<file path="config.mk">
export PLATFORM = sky130hd
export DESIGN_NAME = ioc_input_capture
export DESIGN_NICKNAME = d
export VERILOG_FILES = /design/src/core/ioc_pkg.sv /design/src/core/ioc_input_capture.sv
export SDC_FILE = /design/constraint.sdc
export NUM_CORES = 1
export LEC_CHECK = 0
export ABC_AREA = 1
export BUFFER_PORTS_ARGS = -buffer_cell sky130_fd_sc_hd__buf_2
export CAP_MARGIN = 15
export CORE_MARGIN = 2
export CORE_UTILIZATION = 50
export DETAILED_ROUTE_END_ITERATION = 7
export PLACE_DENSITY = 0.69
export SYNTH_ARGS = -nofsm -noshare
export SYNTH_HDL_FRONTEND = slang
export SYNTH_SLANG_ARGS = --single-unit
</file>
<file path="constraint.sdc">
create_clock -name i_clk_sys -period 4.27 [get_ports i_clk_sys]
set_input_delay 0.6405 -clock i_clk_sys [delete_from_list [all_inputs] [get_ports i_clk_sys]]
set_output_delay 0.6405 -clock i_clk_sys [all_outputs]
set_load 0.05 [all_outputs]
</file>
<file path="src/core/ioc_pkg.sv">
// package of register numbers, field positions and timing for input capture
package ioc_pkg;
  // register numbers on the register port
  localparam logic [15:0] REG_PRIMARY_CONFIG   = 16'h0065;
  localparam logic [15:0] REG_SECONDARY_CONFIG = 16'h006A;
  localparam logic [15:0] REG_PULSE_GEN_ONE    = 16'h047E;
  localparam logic [15:0] REG_ANALOG_ONE       = 16'h0480;
  localparam logic [15:0] REG_ANALOG_TWO       = 16'h0481;
  localparam logic [15:0] REG_ANALOG_THREE     = 16'h0482;
  localparam logic [15:0] REG_PULSE_GEN_TWO    = 16'h0483;
  localparam logic [15:0] REG_READ_INTERVAL    = 16'h0484;
  localparam logic [15:0] REG_INDEX_INTERVAL   = 16'h0485;
  localparam logic [15:0] REG_SWITCH_MATRIX    = 16'h0486;
  // primary config fields
  localparam int unsigned ANALOG_USE_POS       = 1;
  localparam logic [15:0] PRIMARY_RESET        = 16'h0002;
  // secondary config fields
  localparam int unsigned CHAN_ONE_USE_POS     = 0;
  localparam int unsigned CHAN_TWO_USE_POS     = 1;
  localparam int unsigned CHAN_ONE_FINE_POS    = 2;
  localparam int unsigned CHAN_TWO_FINE_POS    = 3;
  localparam int unsigned MATRIX_SCAN_POS      = 5;
  localparam int unsigned PERIOD_DISABLE_POS   = 6;
  localparam int unsigned SPINDLE_DISABLE_POS  = 7;
  localparam logic [15:0] SECONDARY_RESET      = 16'h000F;
  localparam logic [15:0] CONFIG_WRITE_MASK    = 16'h00EF;
  // analog result width
  localparam int unsigned ANALOG_WIDTH         = 10;
  // matrix column settle time
  localparam int unsigned SETTLE_NS            = 1000;
  localparam int unsigned CLK_PERIOD_NS        = 4;
  localparam int unsigned SETTLE_CYCLES        =
    (SETTLE_NS + CLK_PERIOD_NS - 1) / CLK_PERIOD_NS;
  localparam logic [7:0]  SETTLE_LAST          = 8'(SETTLE_CYCLES - 1);
  // one processor tick in system clocks
  localparam int unsigned TICK_NS              = 1000;
  localparam logic [7:0]  TICK_LAST            =
    8'(TICK_NS / CLK_PERIOD_NS - 1);
  // scanner states
  typedef enum logic [1:0] {
    SCAN_SETTLE = 2'b01,
    SCAN_SAMPLE = 2'b10
  } ioc_scan_type;
endpackage

</file>
<file path="src/core/ioc_input_capture.sv">
// input capture block: analog results, pulse counters, timers, switch matrix
module ioc_input_capture
(
  input  wire logic        i_clk_sys,
  input  wire logic        i_reset,
  input  wire logic        i_reg_rd,
  input  wire logic        i_reg_wr,
  input  wire logic [15:0] i_reg_num,
  input  wire logic [15:0] i_reg_wdata,
  output      logic [15:0] o_reg_rdata,
  output      logic        o_reg_hit,
  input  wire logic [9:0]  i_analog_one,
  input  wire logic [9:0]  i_analog_two,
  input  wire logic [9:0]  i_analog_three,
  input  wire logic [1:0]  i_chan_one_phase,
  input  wire logic [7:0]  i_din_pins,
  input  wire logic [7:0]  i_dout_value,
  input  wire logic        i_index_pulse,
  output      logic [7:0]  o_dout_pins,
  output      logic [7:0]  o_din_value
);

  // ==========================================================================
  // configuration registers
  logic [15:0] primary_ff;
  logic [15:0] secondary_ff;

  // software writes; reserved bits of the secondary config stay zero
  always_ff @(posedge i_clk_sys)
  begin
    if (i_reset)
    begin
      primary_ff   <= ioc_pkg::PRIMARY_RESET;
      secondary_ff <= ioc_pkg::SECONDARY_RESET;
    end
    else if (i_reg_wr)
    begin
      if (i_reg_num == ioc_pkg::REG_PRIMARY_CONFIG)
        primary_ff <= i_reg_wdata;
      if (i_reg_num == ioc_pkg::REG_SECONDARY_CONFIG)
        secondary_ff <= i_reg_wdata & ioc_pkg::CONFIG_WRITE_MASK;
    end
  end

  logic analog_use_bit;
  logic channel_one_use_bit;
  logic channel_two_use_bit;
  logic channel_one_fine_select;
  logic channel_two_fine_select;
  logic matrix_scan_bit;
  logic period_measure_disable;
  logic spindle_iface_disable;
  assign analog_use_bit          = primary_ff[ioc_pkg::ANALOG_USE_POS];
  assign channel_one_use_bit     = secondary_ff[ioc_pkg::CHAN_ONE_USE_POS];
  assign channel_two_use_bit     = secondary_ff[ioc_pkg::CHAN_TWO_USE_POS];
  assign channel_one_fine_select = secondary_ff[ioc_pkg::CHAN_ONE_FINE_POS];
  assign channel_two_fine_select = secondary_ff[ioc_pkg::CHAN_TWO_FINE_POS];
  assign matrix_scan_bit         = secondary_ff[ioc_pkg::MATRIX_SCAN_POS];
  assign period_measure_disable  = secondary_ff[ioc_pkg::PERIOD_DISABLE_POS];
  assign spindle_iface_disable   = secondary_ff[ioc_pkg::SPINDLE_DISABLE_POS];

  // ==========================================================================
  // analog sample capture
  logic [9:0] analog_ff [3];

  // results frozen while analog input is switched off
  always_ff @(posedge i_clk_sys)
  begin
    if (i_reset)
    begin
      analog_ff[0] <= 10'h000;
      analog_ff[1] <= 10'h000;
      analog_ff[2] <= 10'h000;
    end
    else if (analog_use_bit)
    begin
      analog_ff[0] <= i_analog_one;
      analog_ff[1] <= i_analog_two;
      analog_ff[2] <= i_analog_three;
    end
  end

  // ==========================================================================
  // pulse generator counters
  logic        rd_count_one;
  logic        rd_count_two;
  logic [15:0] count_one;
  logic [15:0] count_two;
  logic [1:0]  chan_two_phase;

  assign rd_count_one   = i_reg_rd && i_reg_num == ioc_pkg::REG_PULSE_GEN_ONE;
  assign rd_count_two   = i_reg_rd && i_reg_num == ioc_pkg::REG_PULSE_GEN_TWO;
  assign chan_two_phase = i_din_pins[5:4];

  ioc_quad_counter u_chan_one
  (
    .i_clk_sys   (i_clk_sys),
    .i_reset     (i_reset),
    .i_enable    (channel_one_use_bit),
    .i_fine      (channel_one_fine_select),
    .i_phase     (i_chan_one_phase),
    .o_count     (count_one)
  );

  ioc_quad_counter u_chan_two
  (
    .i_clk_sys   (i_clk_sys),
    .i_reset     (i_reset),
    .i_enable    (channel_two_use_bit),
    .i_fine      (channel_two_fine_select),
    .i_phase     (chan_two_phase),
    .o_count     (count_two)
  );

  // ==========================================================================
  // tick divider shared by interval and period timers
  logic [7:0] tick_div_ff;
  logic       tick;
  assign tick = tick_div_ff == ioc_pkg::TICK_LAST;

  always_ff @(posedge i_clk_sys)
  begin
    if (i_reset || tick)
      tick_div_ff <= 8'h00;
    else
      tick_div_ff <= tick_div_ff + 8'h01;
  end

  // ticks since last counter read, saturating
  logic [15:0] interval_ff;
  always_ff @(posedge i_clk_sys)
  begin
    if (i_reset || rd_count_one || rd_count_two)
      interval_ff <= 16'h0000;
    else if (tick && interval_ff != 16'hFFFF)
      interval_ff <= interval_ff + 16'h0001;
  end

  // ==========================================================================
  // index pulse period measurement
  logic        index_sync_ff;
  logic        index_meta_ff;
  logic        index_last_ff;
  logic [15:0] period_run_ff;
  logic [15:0] period_ff;
  logic        index_rise;

  always_ff @(posedge i_clk_sys)
  begin
    if (i_reset)
    begin
      index_meta_ff <= 1'b0;
      index_sync_ff <= 1'b0;
      index_last_ff <= 1'b0;
    end
    else
    begin
      index_meta_ff <= i_index_pulse;
      index_sync_ff <= index_meta_ff;
      index_last_ff <= index_sync_ff;
    end
  end

  assign index_rise = index_sync_ff && !index_last_ff;

  // latch running time on each rising index edge, then restart
  always_ff @(posedge i_clk_sys)
  begin
    if (i_reset)
    begin
      period_run_ff <= 16'h0000;
      period_ff     <= 16'h0000;
    end
    else if (!period_measure_disable && !spindle_iface_disable)
    begin
      if (index_rise)
      begin
        period_ff     <= period_run_ff;
        period_run_ff <= 16'h0000;
      end
      else if (tick && period_run_ff != 16'hFFFF)
        period_run_ff <= period_run_ff + 16'h0001;
    end
  end

  // ==========================================================================
  // switch matrix scanner
  ioc_pkg::ioc_scan_type scan_state_ff;
  logic [1:0]  column_ff;
  logic [7:0]  settle_ff;
  logic [15:0] matrix_ff;
  logic [3:0]  strobe_ff;

  always_ff @(posedge i_clk_sys)
  begin
    if (i_reset || !matrix_scan_bit)
    begin
      scan_state_ff <= ioc_pkg::SCAN_SETTLE;
      column_ff     <= 2'h0;
      settle_ff     <= 8'h00;
    end
    else
    begin
      case (scan_state_ff)
        ioc_pkg::SCAN_SETTLE:
        begin
          settle_ff <= settle_ff + 8'h01;
          if (settle_ff == ioc_pkg::SETTLE_LAST)
            scan_state_ff <= ioc_pkg::SCAN_SAMPLE;
        end
        ioc_pkg::SCAN_SAMPLE:
        begin
          settle_ff     <= 8'h00;
          column_ff     <= column_ff + 2'h1;
          scan_state_ff <= ioc_pkg::SCAN_SETTLE;
        end
        default:
          scan_state_ff <= ioc_pkg::SCAN_SETTLE;
      endcase
    end
  end

  // one-hot column strobe, rows stored per column independently
  always_ff @(posedge i_clk_sys)
  begin
    if (i_reset || !matrix_scan_bit)
    begin
      matrix_ff <= 16'h0000;
      strobe_ff <= 4'h0;
    end
    else
    begin
      strobe_ff <= 4'h1 << column_ff;
      if (scan_state_ff == ioc_pkg::SCAN_SAMPLE)
        matrix_ff[{column_ff, 2'b00} +: 4] <= i_din_pins[3:0];
    end
  end

  // ==========================================================================
  // discrete pin sharing
  always_ff @(posedge i_clk_sys)
  begin
    if (i_reset)
    begin
      o_dout_pins <= 8'h00;
      o_din_value <= 8'h00;
    end
    else
    begin
      o_dout_pins <= matrix_scan_bit ?
        {i_dout_value[7:4], strobe_ff} : i_dout_value;
      o_din_value <= {i_din_pins[7:6],
        channel_two_use_bit ? 2'b00 : i_din_pins[5:4],
        matrix_scan_bit ? 4'h0 : i_din_pins[3:0]};
    end
  end

  // ==========================================================================
  // register read port, answer one cycle after the request
  logic [15:0] nxt_rdata;
  logic        nxt_hit;
  always_comb
  begin
    nxt_hit   = 1'b1;
    nxt_rdata = 16'h0000;
    case (i_reg_num)
      ioc_pkg::REG_PRIMARY_CONFIG:   nxt_rdata = primary_ff;
      ioc_pkg::REG_SECONDARY_CONFIG: nxt_rdata = secondary_ff;
      ioc_pkg::REG_PULSE_GEN_ONE:    nxt_rdata = count_one;
      ioc_pkg::REG_PULSE_GEN_TWO:    nxt_rdata = count_two;
      ioc_pkg::REG_ANALOG_ONE:       nxt_rdata = {6'h00, analog_ff[0]};
      ioc_pkg::REG_ANALOG_TWO:       nxt_rdata = {6'h00, analog_ff[1]};
      ioc_pkg::REG_ANALOG_THREE:     nxt_rdata = {6'h00, analog_ff[2]};
      ioc_pkg::REG_READ_INTERVAL:    nxt_rdata = interval_ff;
      ioc_pkg::REG_INDEX_INTERVAL:   nxt_rdata = period_ff;
      ioc_pkg::REG_SWITCH_MATRIX:    nxt_rdata = matrix_ff;
      default:                       nxt_hit   = 1'b0;
    endcase
  end

  always_ff @(posedge i_clk_sys)
  begin
    if (i_reset)
    begin
      o_reg_rdata <= 16'h0000;
      o_reg_hit   <= 1'b0;
    end
    else
    begin
      o_reg_rdata <= i_reg_rd ? nxt_rdata : 16'h0000;
      o_reg_hit   <= i_reg_rd && nxt_hit;
    end
  end

endmodule

// quadrature decoder with 16-bit wrapping up/down count
module ioc_quad_counter
(
  input  wire logic        i_clk_sys,
  input  wire logic        i_reset,
  input  wire logic        i_enable,
  input  wire logic        i_fine,
  input  wire logic [1:0]  i_phase,
  output      logic [15:0] o_count
);
  logic [1:0]  meta_ff;
  logic [1:0]  sync_ff;
  logic [1:0]  last_ff;
  logic [15:0] count_ff;
  logic        step;
  logic        up;

  // two-stage synchroniser then previous sample
  always_ff @(posedge i_clk_sys)
  begin
    if (i_reset)
    begin
      meta_ff <= 2'b00;
      sync_ff <= 2'b00;
      last_ff <= 2'b00;
    end
    else
    begin
      meta_ff <= i_phase;
      sync_ff <= meta_ff;
      last_ff <= sync_ff;
    end
  end

  // single-bit gray step is valid; a leading b gives up
  assign step = ^(sync_ff ^ last_ff);
  assign up   = last_ff[0] ^ sync_ff[1];

  always_ff @(posedge i_clk_sys)
  begin
    if (i_reset)
      count_ff <= 16'h0000;
    else if (i_enable && step)
      count_ff <= up ? count_ff + 16'h0001 : count_ff - 16'h0001;
  end

  // coarse mode reports count divided by four
  assign o_count = i_fine ? count_ff : {2'b00, count_ff[15:2]};
endmodule

</file>
==> reports/results.tsv <==
metric	value	unit
Power Density	390	nW/um2
cts-stage hold buffer count	0	
crit path DAT	2790	ps
register bit total from synthesis	221	
I/O pins	118	
endpoint type of the worst setup path	flip-flop	
starting density of the core	50.5	%
chip width	157	um
die height	157	um
startpoint types	input port	
fmax	426	MHz
EDFF count, synth	30	
Avg Inst Size Synth	7.02	um2
buffers and inverters on the worst path	3	
syn_nets	1771	
maximum vdd drop	0.321	mV
Final HPWL DP	24.3	mm
CP top delay family	simple AND/OR/NAND/NOR gates	
first-pass GRT wire length	52.6	mm
Tcrit/Tclk final	54.9	%
CP max stage delay	390	ps
antenna-violating nets left	0	
Sink Count	221	
Max-Cap Viols	0	
pins over their slew limit	0	
CP Cell Sequence	buf_2 -> nor2_1 -> nand3_1 -> nor3_4 -> buf_4 -> nand2_1 -> inv_1 -> nor3_1 -> nand2_1 -> nand2_2 -> nor2_1	
Num CTS Buffers	25	
core footprint	23300	um2
sum of negative setup slack	0	ps
ys async rst share	0	%
top_reg_cell synth	dfxtp_1	
placed standard-cell area	12500	um2
crit path max-delay cell type	inv_1	
Mapped Cells	1671	
post-synthesis sequential area ratio	40.3	%
# rows	56	
drt via density	5.31	
Synth Warn #	0	
synthesized area	11700	um2
grt ovf	0	
dpl cells	2058	
# setup viols final	0	
leakage power	5.96	nW
Slew HR	29.5	%
Worst Hold Class	input port to flip-flop	
crit path time final	2350	ps
final core utilization	57.0	%
post-cts resize count	0	
Detailed Route WL	32.8	mm
Design Area, Final	13300	um2
Detailed Routing Iterations Pass 1	6	
vias post-DR	11171	
number of global-route vias before repair	10175	
H-tree levels	1	
maximum clock insertion buffer count	3	
pin count of the biggest net entering global routing	67	
layout cells sized above 1	12.6	%
Final Non-Filler Cells	2102	
gr usage total	26.6	%
ANT cells	0	
Iter 0 DRT Violations	904	
average wire per standard cell	15.6	um
initial antenna violation count	0	
CP Max Fanout	38	
unrepaired setup endpoints after global routing	no	
CTS root buffer	clkbuf_16	
clock transition at the registers of the reported paths	60	ps
Final Skew	22.5	ps
die area	24700	um2
status	finished clean	
Unique masters post-synth	51	
final hold vios	0	
postcts setup bufs	0	
Crit Path Class	input port to flip-flop	
Tightest Pin Transition	1050	ps
Overall Power	5.18	mW
area growth from synthesis to layout	13.0	%
I/O Buffers	117	
CTS tree	built	
Skew-Pair Late Insertion Delay	540	ps
gpl congestion	0.949	
# nets final	1866	
WP data required	4720	ps
DRC viols	0	
-- cell type report --
class / instances / area [um2]
Fill cell: 2297 / 10000
Multi-Input combinational cell: 1144 / 5800
Sequential cell: 221 / 4720
Inverter: 250 / 943
Clock buffer: 38 / 704
Timing Repair Buffer: 124 / 638
Tap cell: 319 / 399
Clock inverter: 6 / 61.3
-- worst register-to-register path, cell delays in order (launching register included) --
cell and delay (ps):
dfxtp_1 310, inv_1 40, buf_4 170, nor2_1 460, inv_1 470, a21oi_1 430, inv_1 160, nor3b_1 200
-- registers in the layout, indices dropped and copies added, names as in the netlist, 4 cells and up --
name and count:
primary_ff 16, period_ff 16, settle_ff 8, strobe_ff 4, tick_div_ff 8, u_chan_one.count_ff 16
u_chan_two.count_ff 16, period_run_ff 16, o_dout_pins 8, analog_ff 30, secondary_ff 7, matrix_ff 16
o_din_value 8, interval_ff 16, o_reg_rdata 16
-- where the power goes --
group	internal [mW]	total, mW	switching (mW)
sequential	2.19	2.25	0.0605
clock	1.19	2.04	0.848
combinational	0.296	0.888	0.592
-- path summary, 6_finish.rpt --
kind              slack, ps                              from  cells after the start                               end
setup reg to reg       1950      secondary_ff[5]$_SDFFE_PP0P_                      7         settle_ff[5]$_SDFFE_PP0P_
hold / removal          310                     i_din_pins[7]                      3         o_din_value[7]$_SDFF_PP0_
setup / recovery       1920                      i_reg_num[4]                     11        o_reg_rdata[11]$_SDFF_PP0_
hold reg to reg         400  u_chan_one.meta_ff[1]$_SDFF_PP0_                      2  u_chan_one.sync_ff[1]$_SDFF_PP0_
-- cell families after synthesis --
kind of cell	count (synthesis)	share of synthesized area, %
buffers and inverters	306	10.4
XOR/XNOR	32	2.45
flip-flops	221	40.3
AO/OA/AOI/OAI	279	14.2
AND/OR/NAND/NOR	818	31.0
adder cells (fa/ha/maj)	15	1.60
-- layout by cell type (no fill, tap or decap), types with 12 or more instances in the layout --
cell | synthesis | final
inv_1 | 239 | 239
a211oi_1 | 21 | 21
nand3_1 | 92 | 92
nand4_1 | 53 | 53
edfxtp_1 | 30 | 30
nor2_1 | 249 | 249
a21oi_1 | 95 | 95
a41oi_1 | 16 | 16
clkbuf_16 | 0 | 25
nand2_2 | 22 | 22
buf_2 | 19 | 117
xor2_1 | 24 | 24
nor3_1 | 31 | 31
nand2_1 | 323 | 323
ha_1 | 15 | 15
o21ai_0 | 88 | 88
o21a_1 | 12 | 12
dfxtp_1 | 191 | 191
-- through the flow --
stage / worst slack, ps / hold WS, ps
global route: 1710 / 312
finish: 1920 / 309
global placement: 1570 / 389
CTS: 1990 / 298
floorplan: 2300 / 388
detailed placement: 1490 / 397
-- metal layers --
layer,global-route usage (%),wire [um],vias to the layer above
met5,0,0,-
met4,8.53,1050,0
met3,3.47,2220,68
met2,42.5,14400,372
met1,37.3,15100,5083
li1,-,-,5648
-- synthesized netlist by cell type, types with 5 or more instances --
cell	n	area, um2
buf_2	19	95.1
nand3_1	92	460
nor2_1	249	935
buf_6	5	56.3
nor3b_1	5	37.5
o211ai_1	9	67.6
nand2_4	8	90.1
a21oi_1	95	475
o21ai_0	88	440
a41o_1	5	50.1
o22ai_1	10	62.6
dfxtp_1	191	3820
or2_2	5	31.3
edfxtp_1	30	901
ha_1	15	188
nand4_1	53	332
nor4_1	8	50.1
inv_1	239	897
a41oi_1	16	140
a211oi_1	21	158
o21a_1	12	90.1
xnor2_1	7	61.3
nand2_1	323	1210
clkbuf_1	27	101
nor3_1	31	155
inv_2	7	26.3
a22oi_1	8	60.1
nor2_2	5	31.3
xor2_1	24	210
nand2_2	22	138
(Power assumes the default switching activity.)
